[src/hw/exec_pkg.sv]
package exec_pkg;
   // Register byte offsets on the bus.
   localparam logic [7:0] OFS_INSTR = 8'h00;
   localparam logic [7:0] OFS_CTRL = 8'h04;
   localparam logic [7:0] OFS_STAT = 8'h08;
   localparam logic [7:0] OFS_FLAGS = 8'h0c;
   localparam logic [7:0] OFS_ACCUM = 8'h10;
   localparam logic [7:0] OFS_BANK = 8'h14;
   localparam logic [7:0] OFS_PROD = 8'h18;
   localparam logic [7:0] OFS_FSR0 = 8'h1c;
   localparam logic [7:0] OFS_FSR1 = 8'h20;
   localparam logic [7:0] OFS_FSR2 = 8'h24;
   localparam logic [7:0] OFS_CYCLES = 8'h28;
   // Field positions.
   localparam int CTRL_EXT_BIT = 0;
   localparam int FLG_C = 0;
   localparam int FLG_DC = 1;
   localparam int FLG_Z = 2;
   localparam int FLG_OV = 3;
   localparam int FLG_N = 4;
   localparam int STAT_BUSY_BIT = 0;
   localparam int STAT_WAIT_BIT = 1;
   localparam int STAT_UNSUP_BIT = 2;
   localparam int STAT_PH_LSB = 4;
   // Reset values.
   localparam logic [7:0] ACCUM_RST = 8'h00;
   localparam logic [7:0] BANK_RST = 8'h00;
   localparam logic [4:0] FLAGS_RST = 5'h00;
   localparam logic CTRL_EXT_RST = 1'b0;
   localparam logic [11:0] FSR_RST = 12'h000;
   // Data space layout.
   localparam logic [11:0] ACCUM_ADDR = 12'hf00;
   localparam logic [7:0] ACCESS_SPLIT = 8'h60;
   localparam logic [7:0] INDEX_LIMIT = 8'h5f;
   localparam logic [3:0] ACCESS_HI_BANK = 4'hf;
   localparam logic [7:0] SIGN_MIN = 8'h80;
   // Quarter phases of one instruction cycle.
   localparam logic [1:0] PH_Q1 = 2'h0;
   localparam logic [1:0] PH_Q2 = 2'h1;
   localparam logic [1:0] PH_Q3 = 2'h2;
   localparam logic [1:0] PH_Q4 = 2'h3;
   // Opcode fields.
   localparam logic [15:0] WORD_ZERO = 16'h0000;
   localparam logic [5:0] ENC_FILE_MOVE = 6'h14;
   localparam logic [7:0] ENC_BANK = 8'h01;
   localparam logic [7:0] ENC_LITW = 8'h0e;
   localparam logic [7:0] ENC_MULL = 8'h0d;
   localparam logic [6:0] ENC_STORE = 7'h37;
   localparam logic [6:0] ENC_MULF = 7'h01;
   localparam logic [6:0] ENC_NEG = 7'h36;
   localparam logic [3:0] ENC_FF = 4'hc;
   localparam logic [3:0] ENC_SECOND = 4'hf;
   localparam logic [9:0] ENC_POINTER_LOAD = 10'h3b8;

   typedef enum logic [3:0] {
      OP_NOP = 4'b0000, OP_FILE_MOVE = 4'b0001, OP_BANK = 4'b0010, OP_LITW = 4'b0011,
      OP_STORE = 4'b0100, OP_MULL = 4'b0101, OP_MULF = 4'b0110, OP_NEG = 4'b0111,
      OP_FF1 = 4'b1000, OP_FF2 = 4'b1001, OP_LF1 = 4'b1010, OP_LF2 = 4'b1011,
      OP_NONE = 4'b1100
   } op_e;

   typedef enum logic [1:0] {ST_IDLE = 2'b00, ST_EXEC = 2'b01, ST_WAIT2 = 2'b10} exec_state_e;

   // Maps a first instruction word onto the operation it starts.
   function automatic op_e decode_op(input logic [15:0] w);
      if (w == WORD_ZERO || w[15:12] == ENC_SECOND) return OP_NOP;
      if (w[15:10] == ENC_FILE_MOVE) return OP_FILE_MOVE;
      if (w[15:8] == ENC_BANK) return OP_BANK;
      if (w[15:8] == ENC_LITW) return OP_LITW;
      if (w[15:8] == ENC_MULL) return OP_MULL;
      if (w[15:9] == ENC_STORE) return OP_STORE;
      if (w[15:9] == ENC_MULF) return OP_MULF;
      if (w[15:9] == ENC_NEG) return OP_NEG;
      if (w[15:12] == ENC_FF) return OP_FF1;
      if (w[15:6] == ENC_POINTER_LOAD) return OP_LF1;
      return OP_NONE;
   endfunction

   // Forms the 12-bit data address of a one-word file operand.
   function automatic logic [11:0] file_addr(input logic a, input logic [7:0] f, input logic [7:0] bank,
                                             input logic ext, input logic [11:0] base);
      if (a) return {bank[3:0], f};
      if (ext && f <= INDEX_LIMIT) return base + {4'h0, f};
      if (f < ACCESS_SPLIT) return {4'h0, f};
      return {ACCESS_HI_BANK, f};
   endfunction
endpackage

[src/hw/exec_alu.sv]
`timescale 1ns/1ns
module exec_alu
   import exec_pkg::*;
(
   input op_e op, // Operation in progress.
   input logic [7:0] opnd, // File value or literal.
   input logic [7:0] accum, // Working register.
   input logic [4:0] flags_in, // Current status flags.
   output logic [7:0] res, // Result byte.
   output logic [4:0] flags_out, // Flags after the operation.
   output logic [15:0] prod // Unsigned product.
);
   // The product is formed for every operation; only multiplies keep it.
   assign prod = 16'(accum) * 16'(opnd);

   // Result and flag logic, flags pass through unless the operation sets them.
   always_comb begin
      res = opnd;
      flags_out = flags_in;
      case (op)
         OP_FILE_MOVE: begin
            flags_out[FLG_N] = opnd[7];
            flags_out[FLG_Z] = (opnd == 8'h00);
         end
         OP_BANK: begin
            res = {4'h0, opnd[3:0]};
         end
         OP_STORE: begin
            res = accum;
         end
         OP_NEG: begin
            res = (~opnd) + 8'h01;
            flags_out[FLG_C] = (opnd == 8'h00);
            flags_out[FLG_DC] = (opnd[3:0] == 4'h0);
            flags_out[FLG_OV] = (opnd == SIGN_MIN);
            flags_out[FLG_N] = res[7];
            flags_out[FLG_Z] = (res == 8'h00);
         end
         default: begin
            res = opnd;
         end
      endcase
   end
endmodule

[src/hw/byte_move_multiply_exec.sv]
`timescale 1ns/1ns
// Notes on behaviour
// - File move copies file to accumulator or back to file, setting negative and zero.
// - Access bit low uses the access bank, high uses the bank select register.
// - Extended set with access bit low and f at most 5Fh uses indexed offset.
// - The 8-bit file operand reaches any byte of the selected 256-byte bank.
// - Two-word move copies any 12-bit source to any 12-bit destination, no flags.
// - The accumulator may be source or destination of the two-word move.
// - Two-word move takes two cycles, reading in the first, writing in the second.
// - Bank literal load keeps the low nibble and forces the upper nibble zero.
// - Literal load places the literal in the accumulator, flags untouched.
// - Store writes the accumulator into the addressed file, flags untouched.
// - Literal multiply writes the unsigned product into product high and low.
// - File multiply writes the unsigned product, leaving both operands unchanged.
// - Multiplies change no flag, not even for a zero product.
// - Negate replaces the file with its two's complement, setting five flags.
// - Pointer load writes the high nibble in cycle one, low byte in cycle two.
module byte_move_multiply_exec
   import exec_pkg::*;
(
   input logic hclk, // Core clock.
   input logic hresetn, // Asynchronous reset, active low.
   input logic hsel, // Slave select.
   input logic [31:0] haddr, // Byte address.
   input logic [1:0] htrans, // Transfer type.
   input logic hwrite, // Write when high.
   input logic [2:0] hsize, // Transfer size, words only.
   input logic [31:0] hwdata, // Write data.
   input logic hready, // Bus ready.
   output logic [31:0] hrdata, // Read data.
   output logic hreadyout, // Slave ready.
   output logic hresp, // Always OKAY.
   output logic [11:0] dm_addr, // Data memory address.
   output logic dm_re, // Data memory read strobe.
   input logic [7:0] dm_rdata, // Read data, one cycle after the strobe.
   output logic dm_we, // Data memory write strobe.
   output logic [7:0] dm_wdata // Data memory write data.
);
   logic ap_valid_q, ap_write_q, ap_hit_q, wr_fire, instr_wr, unsup_q, ctrl_ext_q, dm_we_q;
   logic in_exec, q3, q4, lit_op, src_accum, dst_accum, need_read, file_wr;
   logic [7:0] ap_addr_q, accum_q, bank_q, dm_wdata_q, res_q, move_q, opnd, alu_res;
   logic [31:0] hrdata_q;
   exec_state_e st_q;
   logic [1:0] ph_q, fsr_idx;
   op_e op_q, op_new;
   logic [15:0] ir_q, w2_q, prod_q, cycles_q, prod_res_q, alu_prod;
   logic [4:0] flags_q, flg_res_q, alu_flags;
   logic [11:0] fsr_q [3];
   logic [11:0] addr_q;

   // Bus address phase capture; only a selected non-idle transfer is kept.
   always_ff @(posedge hclk or negedge hresetn) begin
      if (!hresetn) begin
         ap_valid_q <= 1'b0;
         ap_write_q <= 1'b0;
         ap_hit_q <= 1'b0;
         ap_addr_q <= 8'h00;
      end else if (hready) begin
         ap_valid_q <= hsel && htrans[1];
         ap_write_q <= hwrite;
         ap_hit_q <= (haddr[31:8] == 24'h000000);
         ap_addr_q <= haddr[7:0];
      end
   end

   // A new instruction word waits while the previous cycle is still running.
   assign hreadyout = !(ap_valid_q && ap_write_q && ap_hit_q && ap_addr_q == OFS_INSTR && st_q == ST_EXEC);
   assign hresp = 1'b0;
   assign wr_fire = ap_valid_q && ap_write_q && ap_hit_q && hreadyout;
   assign instr_wr = wr_fire && ap_addr_q == OFS_INSTR;
   assign hrdata = hrdata_q;

   // Read data is taken in the address phase; unmapped words read as zero.
   always_ff @(posedge hclk or negedge hresetn) begin
      if (!hresetn) begin
         hrdata_q <= 32'h00000000;
      end else if (hready && hsel && htrans[1] && !hwrite) begin
         hrdata_q <= 32'h00000000;
         if (haddr[31:8] == 24'h000000) begin
            case (haddr[7:0])
               OFS_INSTR: hrdata_q <= {w2_q, ir_q};
               OFS_CTRL: hrdata_q[CTRL_EXT_BIT] <= ctrl_ext_q;
               OFS_STAT: begin
                  hrdata_q[STAT_BUSY_BIT] <= in_exec;
                  hrdata_q[STAT_WAIT_BIT] <= (st_q == ST_WAIT2);
                  hrdata_q[STAT_UNSUP_BIT] <= unsup_q;
                  hrdata_q[STAT_PH_LSB +: 2] <= ph_q;
               end
               OFS_FLAGS: hrdata_q[4:0] <= flags_q;
               OFS_ACCUM: hrdata_q[7:0] <= accum_q;
               OFS_BANK: hrdata_q[7:0] <= bank_q;
               OFS_PROD: hrdata_q[15:0] <= prod_q;
               OFS_FSR0: hrdata_q[11:0] <= fsr_q[0];
               OFS_FSR1: hrdata_q[11:0] <= fsr_q[1];
               OFS_FSR2: hrdata_q[11:0] <= fsr_q[2];
               OFS_CYCLES: hrdata_q[15:0] <= cycles_q;
               default: hrdata_q <= 32'h00000000;
            endcase
         end
      end
   end

   // Extended instruction set enable.
   always_ff @(posedge hclk or negedge hresetn) begin
      if (!hresetn) begin
         ctrl_ext_q <= CTRL_EXT_RST;
      end else if (wr_fire && ap_addr_q == OFS_CTRL) begin
         ctrl_ext_q <= hwdata[CTRL_EXT_BIT];
      end
   end

   // Phase decoding of the running instruction cycle.
   assign in_exec = (st_q == ST_EXEC);
   assign q3 = in_exec && ph_q == PH_Q3;
   assign q4 = in_exec && ph_q == PH_Q4;
   assign op_new = decode_op(hwdata[15:0]);
   assign fsr_idx = ir_q[5:4];

   // Sequencer: four quarter phases per cycle, two-word operations wait for word two.
   always_ff @(posedge hclk or negedge hresetn) begin
      if (!hresetn) begin
         st_q <= ST_IDLE;
         ph_q <= PH_Q1;
      end else begin
         case (st_q)
            ST_IDLE: begin
               if (instr_wr) begin
                  st_q <= ST_EXEC;
                  ph_q <= PH_Q1;
               end
            end
            ST_EXEC: begin
               ph_q <= ph_q + 2'h1;
               if (ph_q == PH_Q4) begin
                  st_q <= (op_q == OP_FF1 || op_q == OP_LF1) ? ST_WAIT2 : ST_IDLE;
               end
            end
            ST_WAIT2: begin
               if (instr_wr) begin
                  st_q <= ST_EXEC;
                  ph_q <= PH_Q1;
               end
            end
            default: begin
               st_q <= ST_IDLE;
               ph_q <= PH_Q1;
            end
         endcase
      end
   end

   // Instruction words and the decoded operation.
   always_ff @(posedge hclk or negedge hresetn) begin
      if (!hresetn) begin
         ir_q <= WORD_ZERO;
         w2_q <= WORD_ZERO;
         op_q <= OP_NOP;
         unsup_q <= 1'b0;
      end else if (instr_wr && st_q == ST_IDLE) begin
         ir_q <= hwdata[15:0];
         op_q <= op_new;
         unsup_q <= (op_new == OP_NONE);
      end else if (instr_wr && st_q == ST_WAIT2) begin
         w2_q <= hwdata[15:0];
         op_q <= (op_q == OP_FF1) ? OP_FF2 : OP_LF2;
      end
   end

   // Q1 forms the data address of the cycle.
   always_ff @(posedge hclk or negedge hresetn) begin
      if (!hresetn) begin
         addr_q <= 12'h000;
      end else if (in_exec && ph_q == PH_Q1) begin
         case (op_q)
            OP_FF1: addr_q <= ir_q[11:0];
            OP_FF2: addr_q <= w2_q[11:0];
            default: addr_q <= file_addr(ir_q[8], ir_q[7:0], bank_q, ctrl_ext_q, fsr_q[2]);
         endcase
      end
   end

   // Operand source and destination selection.
   assign lit_op = (op_q == OP_BANK || op_q == OP_LITW || op_q == OP_MULL);
   assign src_accum = (op_q == OP_FF1 && addr_q == ACCUM_ADDR);
   assign dst_accum = (op_q == OP_FF2 && addr_q == ACCUM_ADDR);
   assign need_read = (op_q == OP_FILE_MOVE || op_q == OP_MULF || op_q == OP_NEG || (op_q == OP_FF1 && !src_accum));
   assign file_wr = (op_q == OP_FILE_MOVE && ir_q[9]) || op_q == OP_STORE || op_q == OP_NEG ||
                    (op_q == OP_FF2 && !dst_accum);
   assign opnd = lit_op ? ir_q[7:0] : (src_accum ? accum_q : dm_rdata);

   // Data memory strobes: reads only in Q2, writes only in Q4.
   assign dm_addr = addr_q;
   assign dm_re = in_exec && ph_q == PH_Q2 && need_read;
   assign dm_we = dm_we_q;
   assign dm_wdata = dm_wdata_q;

   exec_alu exec_alu_i (
      .op(op_q),
      .opnd(opnd),
      .accum(accum_q),
      .flags_in(flags_q),
      .res(alu_res),
      .flags_out(alu_flags),
      .prod(alu_prod)
   );

   // Q3 processes the operand and stages every result for Q4.
   always_ff @(posedge hclk or negedge hresetn) begin
      if (!hresetn) begin
         res_q <= 8'h00;
         move_q <= 8'h00;
         flg_res_q <= FLAGS_RST;
         prod_res_q <= 16'h0000;
      end else if (q3) begin
         res_q <= (op_q == OP_FF2) ? move_q : alu_res;
         flg_res_q <= alu_flags;
         prod_res_q <= alu_prod;
         if (op_q == OP_FF1) begin
            move_q <= opnd;
         end
      end
   end

   // The file write stands for the whole of Q4.
   always_ff @(posedge hclk or negedge hresetn) begin
      if (!hresetn) begin
         dm_we_q <= 1'b0;
         dm_wdata_q <= 8'h00;
      end else if (q3) begin
         dm_we_q <= file_wr;
         dm_wdata_q <= (op_q == OP_FF2) ? move_q : alu_res;
      end else begin
         dm_we_q <= 1'b0;
      end
   end

   // Accumulator: Q4 result wins over a bus write in the same cycle.
   always_ff @(posedge hclk or negedge hresetn) begin
      if (!hresetn) begin
         accum_q <= ACCUM_RST;
      end else if (q4 && ((op_q == OP_FILE_MOVE && !ir_q[9]) || op_q == OP_LITW || dst_accum)) begin
         accum_q <= res_q;
      end else if (wr_fire && ap_addr_q == OFS_ACCUM) begin
         accum_q <= hwdata[7:0];
      end
   end

   // Bank select register, upper nibble always zero.
   always_ff @(posedge hclk or negedge hresetn) begin
      if (!hresetn) begin
         bank_q <= BANK_RST;
      end else if (q4 && op_q == OP_BANK) begin
         bank_q <= res_q;
      end else if (wr_fire && ap_addr_q == OFS_BANK) begin
         bank_q <= {4'h0, hwdata[3:0]};
      end
   end

   // Status flags change only for file move, negate and a bus write to the flags register.
   always_ff @(posedge hclk or negedge hresetn) begin
      if (!hresetn) begin
         flags_q <= FLAGS_RST;
      end else if (q4 && (op_q == OP_FILE_MOVE || op_q == OP_NEG)) begin
         flags_q <= flg_res_q;
      end else if (wr_fire && ap_addr_q == OFS_FLAGS) begin
         flags_q <= hwdata[4:0];
      end
   end

   // Product pair.
   always_ff @(posedge hclk or negedge hresetn) begin
      if (!hresetn) begin
         prod_q <= 16'h0000;
      end else if (q4 && (op_q == OP_MULL || op_q == OP_MULF)) begin
         prod_q <= prod_res_q;
      end
   end

   // File select pointers; index three names no pointer and is dropped.
   always_ff @(posedge hclk or negedge hresetn) begin
      if (!hresetn) begin
         fsr_q[0] <= FSR_RST;
         fsr_q[1] <= FSR_RST;
         fsr_q[2] <= FSR_RST;
      end else if (q4 && op_q == OP_LF1 && fsr_idx != 2'h3) begin
         fsr_q[fsr_idx][11:8] <= ir_q[3:0];
      end else if (q4 && op_q == OP_LF2 && fsr_idx != 2'h3) begin
         fsr_q[fsr_idx][7:0] <= w2_q[7:0];
      end
   end

   // Instruction cycles executed since reset.
   always_ff @(posedge hclk or negedge hresetn) begin
      if (!hresetn) begin
         cycles_q <= 16'h0000;
      end else if (q4) begin
         cycles_q <= cycles_q + 16'h0001;
      end
   end
endmodule

[config.mk]
export PLATFORM = sky130hd
export DESIGN_NAME = byte_move_multiply_exec
export DESIGN_NICKNAME = d
export VERILOG_FILES = /design/src/hw/exec_pkg.sv /design/src/hw/exec_alu.sv /design/src/hw/byte_move_multiply_exec.sv
export SDC_FILE = /design/constraint.sdc
export NUM_CORES = 1
export LEC_CHECK = 0
export ABC_AREA = 1
export BUFFER_PORTS_ARGS = -buffer_cell sky130_fd_sc_hd__buf_2
export CAP_MARGIN = 20
export CORE_MARGIN = 4
export CORE_UTILIZATION = 62
export CTS_BUF_LIST = sky130_fd_sc_hd__clkbuf_8
export CTS_CLUSTER_SIZE = 40
export DETAILED_ROUTE_END_ITERATION = 8
export GPL_ROUTABILITY_DRIVEN = 0
export GPL_TIMING_DRIVEN = 0
export PLACE_DENSITY = 0.83
export SKIP_CTS_REPAIR_TIMING = 1
export SLEW_MARGIN = 20
export SYNTH_ARGS = -nofsm -noshare
export SYNTH_HDL_FRONTEND = slang
export SYNTH_HIERARCHICAL = 1
export SYNTH_SLANG_ARGS = --single-unit
[constraint.sdc]
create_clock -name hclk -period 12.1 [get_ports hclk]
set_input_delay 1.21 -clock hclk [delete_from_list [all_inputs] [get_ports hclk]]
set_output_delay 1.21 -clock hclk [all_outputs]
set_load 0.02 [all_outputs]
[Word level (Yosys, flattened, before mapping)]
Cells that the tools add are included.
Word-level totals
  register bits: 224
  word-level logic and storage cells: 304
Cells by class
  add/sub/neg operators: 4
  multipliers: 1
  order comparisons: 4
  eq/ne operators: 46
  muxes and demuxes: 145
  bitwise logic cells: 3
  reduce and logical (&&, ||, !) cells: 75
Operators with widths (count)
  4-bit 2-to-1 mux: 31
  12-bit 2-to-1 mux: 7
  36-bit bitwise mux: 2
  36-bit 2-to-1 mux: 2
  1-bit 2-to-1 mux: 69
  8-bit 2-to-1 mux: 8
  12-bit demux with 2-bit select: 2
  8-bit by 5-bit equality test with 1-bit output (second input constant): 6
  8-bit by 4-bit equality test with 1-bit output (second input constant): 5
  1-bit logical AND: 37
  8-bit logical NOT: 4
  32-bit 2-to-1 mux: 1
  4-bit equality test (second input constant): 7
  8-bit by 6-bit equality test with 1-bit output (second input constant): 3
  24-bit logical NOT: 1
  12-bit one-hot mux with 2 select lines: 1
  4-bit one-hot mux with 6 select lines: 1
  8-bit one-hot mux with 3 select lines: 1
  2-bit one-hot mux with 10 select lines: 1
  1-bit one-hot mux with 9 select lines: 2
  16-bit by 1-bit adder with 16-bit output (second input constant): 1
  4-bit by 3-bit equality test with 1-bit output (second input constant): 4
  8-bit by 3-bit equality test with 1-bit output (second input constant): 2
  16-bit logical NOT: 1
  other kinds (40): 79

[Depth between registers and ports, before layout]
  word-level depth: 59
  depth in mapped cells: 32
  mapped depth without buffers: 31

[By module]
The synthesis kept the hierarchy.
By module, submodules not included
  byte_move_multiply_exec: instances 1, cells an instance 1449, area each 11403.4 µm², seq. area each 5605.4 µm²
  exec_alu: instances 1, cells an instance 432, area each 2825.2 µm², seq. area each 0.0 µm²

[Least setup slack after synthesis]
Ideal clock, no wire load.
  path type: register to register
  from: reg op_q[2]
  to: reg prod_res_q[14]
  arrival time: 4.987 ns
  path slack: 6.980 ns
  stages on the path, launching flop included: 29
  buffers on the path: 1
  period minus slack after synthesis: 5.120 ns
  path through: dfrtp_1 -> inv_1 -> nand2_1 -> inv_1 -> nand3_1 -> inv_1 -> nand3_1 -> inv_1 -> nand2_1 -> nand3_1 -> and2_1 -> clkbuf_1 -> nand2_1 -> fa_1 -> fa_1 -> inv_1 -> fa_1 -> inv_1 -> fa_1 -> inv_1 -> ha_1 -> a21oi_1 -> nor2_1 -> o21ai_1 -> nand3_1 -> nand2_1 -> nand2_1 -> nand2_1 -> o21ai_0
On the way
  longest elaborated chain between the ends: 5
Ends and longest elaborated chain
  start: declaration: RTL line byte_move_multiply_exec.sv:45  | op_e op_q, op_new;
  start signal: assignment: RTL line byte_move_multiply_exec.sv:161  | op_q <= op_new;
  start signal: assignment: RTL line byte_move_multiply_exec.sv:165  | op_q <= (op_q == OP_FF1) ? OP_FF2 : OP_LF2;
  4-bit equality test or 4-bit by 2-bit equality test with 1-bit output (tied branches): RTL line byte_move_multiply_exec.sv:184, byte_move_multiply_exec.sv:183
  1-bit logical AND or 1-bit logical OR (tied branches): RTL line byte_move_multiply_exec.sv:184, byte_move_multiply_exec.sv:183
  8-bit 2-to-1 mux or 1-bit logical OR (tied branches): RTL line byte_move_multiply_exec.sv:189, byte_move_multiply_exec.sv:183
  8-bit 2-to-1 mux (*): RTL line byte_move_multiply_exec.sv:189  | assign opnd = lit_op ? ir_q[7:0] : (src_accum ? accum_q : dm_rdata);
  net opnd[6]: RTL line byte_move_multiply_exec.sv:41  | logic [7:0] ap_addr_q, accum_q, bank_q, dm_wdata_q, res_q, move_q, opnd, alu_res;
  8-bit by 8-bit multiplier with 16-bit output (*): RTL line exec_alu.sv:14  | assign prod = 16'(accum) * 16'(opnd);
  net alu_prod[14]: RTL line byte_move_multiply_exec.sv:46  | logic [15:0] ir_q, w2_q, prod_q, cycles_q, prod_res_q, alu_prod;
  end signal: assignment: RTL line byte_move_multiply_exec.sv:217  | prod_res_q <= alu_prod;
  end: declaration: RTL line byte_move_multiply_exec.sv:46
The timed path passes the listed nets; every way through them passes the cells marked *.
A chain may end at the register's enable or synchronous reset.

[Worst setup path after layout]
Ends and elaborated chain as after synthesis.

==> impl_metrics.yaml <==
timing:
  grt_setup_unrepaired: "false"
  maxSlewHeadroom: 0.393
  finClkSkew_ps: 42.1
  max_freq_mhz: 154
  finalHoldViolations: 0
  tns_ps: 0
  fin_crit_ps: 6510
  worst_pin_slew_ps: 911
  setup_viol: 0
  period_share: 0.538
  slew_violations: 0
clock_tree:
  cts_max_level: 2
  cts_num_sinks: 224
  clock_path_buffers: 3
  clk_pin_slew_ps: 60
  clock_latency_ps: 540
  cts_tree: "done"
  cts_buffers: 37
  cts_root_buffer: "clkbuf_8"
global_routing:
  grt_antenna_before_repair: 1
  grt_pass1_vias: 13232
  grt_first_pass_wirelength_um: 68700
  grt_max_degree: 93
  overflow: 0
  track_usage: 0.335
synthesis:
  seq_area_frac_synth: 0.394
  ys_types: 53
  ys_seq_elements: 224
  yosysWarnings: 6
  syn_area_um2: 14200
  async_reset_ff_frac: 1.00
  synth_commonest_cells: "511 x nand2_1, 285 x inv_1, 224 x dfrtp_1, 160 x o21ai_0, 156 x nand3_1"
  synth_ff_type: "dfrtp_1"
  yosysTopAreaCellShare: 0.394
  synthTopCellsByArea: "dfrtp_1 39%, nand2_1 13%, inv_1 7.5%"
  syn_inst: 1881
  syn-num-nets: 2051
  avgSynthCellArea_um2: 7.56
  yosys.area.top_type: "dfrtp_1"
  synth_most_common_cell: "nand2_1"
  synth_edf_count: 0
layout:
  nets: 2208
  final_cell_area_um2: 16000
  drive_above_1_share: 0.118
  n_antenna_cell: 0
  area_growth_pct: 12.4
critical_path:
  critPathMostFrequentCell: "inv_1"
  crit_start: "op_q[2]$_DFFE_PN0P_"
  ff2ff_path_depth: 28
  cp-end-kind: "flop"
  cp_max_fo: 10
  crit_slowest_cell: "fa_1"
  crit_required_ps: 12470
  crit_type: "reg -> reg"
  cp.depth: 28
  cp_num_buf_inv: 8
  slowest_delay_ps: 490
  worstReg2RegStart: "op_q[2]$_DFFE_PN0P_"
  cpLargestDelayFamily: "adder cells"
  critPathArrivalTime_ps: 6870
  critPathLaunchType: "flop"
drt:
  wl_um: 43100
  wl_per_cell_um: 18.4
  top_layer_used: "met5"
  met1Wirelength_um: 16000
  wl_met3_um: 4520
  first_pass_iters: 6
  drc_errors: 0
  num_vias: 13752
  drtIter0Drc: 1535
  vias_per_cell: 5.86
  route.met2.wl_um: 20000
  ant_nets: 0
placed_design:
  placed_area_um2: 15200
  dp_hpwl_um: 33600
  portBuffers: 116
outcome:
  status: "finished clean"
pwr:
  seqPwrFrac: 0.383
  p_comb_frac: 0.292
  p_sw_frac: 0.341
  intPower_w: 0.00139
  ir_worst_vdd_uv: 137
  leakage_nw: 8.66
  power.switching_w: 0.000721
  p_per_area_nw_per_um2: 132
  p_clk_frac: 0.325
floorplanning:
  start_util: 0.628
  rows: 55
  die_y_um: 159
  die-area_um2: 25400
  io_pins: 138
  core_um2: 22600
  die-width_um: 159
hold_path:
  hold_start: "hrdata[6]$_DFFE_PN0P_"
  hold_depth: 2
  holdCritPathClass: "reg -> reg"
job:
  cap_violations: 0
worst paths after layout:
kind,to,slack [ps]
min,hrdata[6]$_DFFE_PN0P_,470
min reg2reg,hrdata[6]$_DFFE_PN0P_,470
max,prod_res_q[14]$_DFFE_PN0P_,5590
max reg2reg,prod_res_q[14]$_DFFE_PN0P_,5590
max in group asynchronous,w2_q[13]$_DFFE_PN0P_,10370
min in group asynchronous,cycles_q[4]$_DFFE_PN0P_,580
routing by layer:
metal	GRT usage	vias to the layer above
met4	0.168	2
met2	0.555	844
met5	0	-
li1	-	6375
met1	0.414	6337
met3	0.0743	194
worst reg2reg max path, delay by kind of cell, from the launching register on:
kind,cells,cell delay [ps]
DFF,1,450
buffers and inverters,8,1430
and+or+nand+nor,12,1800
adders and majority gates,5,2250
AOI/OAI and AO/OA,3,470
power groups by stage:
| stage | registers (W) | logic (W) | clock network (W) |
|---|---|---|---|
| after floorplan | 0.000841 | 0.000417 | 0 |
| after global placement | 0.000820 | 0.000597 | 0 |
| after detailed placement | 0.000821 | 0.000611 | 0 |
| after CTS | 0.000808 | 0.000615 | 0.000685 |
| after global routing | 0.000811 | 0.000700 | 0.000719 |
| final | 0.000808 | 0.000618 | 0.000687 |
final cells by class:
cell class	instances	area [µm²]
multi-input combinational	1296	7200
fill	1802	6650
sequential	224	5610
inverter	297	1110
timing repair buffer	118	646
clock buffer	45	619
tap	285	357
buffer	64	312
clock inverter	19	136
per-stage QoR:
step / utilization / hold slack [ps] / cells / worst slack [ps] / total power [W]
floorplan: - / 442 / 1881 / 6980 / 0.00126
global placement: 0.670 / 457 / 2282 / 5760 / 0.00142
detailed placement: 0.673 / 460 / 2284 / 5660 / 0.00143
CTS: 0.706 / 477 / 2348 / 5630 / 0.00211
global route: 0.706 / 497 / 2348 / 5230 / 0.00223
finish: 0.706 / 473 / 2348 / 5590 / 0.00211
cells in the final DEF (no fill, tap or decap), drive strengths merged, types with 3 or more instances in the layout:
cell type and instances:
nand2 519, nand4 30, o211ai 10, o22ai 15, nor3 11, a221oi 12, o21ai 183, ha 51
a22oi 7, fa 37, dfrtp 224, and2 8, xnor2 6, inv 304, a32o 8, nand3 158
a21o 3, buf 144, o31ai 6, nor2 131, or2 3, xor2 23, clkbuf 83, a21oi 47
clkinv 10, a21boi 6, nor4 5, nand3b 4
registers in the layout, summed over array words and instances (netlist names), 12 cells and up:
register	count
fsr_q	36
hrdata	32
cycles_q	16
ir_q	16
prod_q	16
prod_res_q	16
w2_q	16
dm_addr	12
kinds of logic (layout without fill, tap and decap cells):
| family | count (synthesis) | in the layout | synth area share |
|---|---|---|---|
| simple gates | 870 | 870 | 0.264 |
| buf+inv | 361 | 543 | 0.100 |
| compound gates | 306 | 306 | 0.125 |
| other cells | 1 | 1 | 0.000264 |
| flops | 224 | 224 | 0.394 |
| fa+ha+maj | 88 | 88 | 0.0969 |
| xor+xnor | 29 | 29 | 0.0184 |
| mux | 2 | 2 | 0.00158 |
No activity file was read; power rests on OpenSTA's default activity.
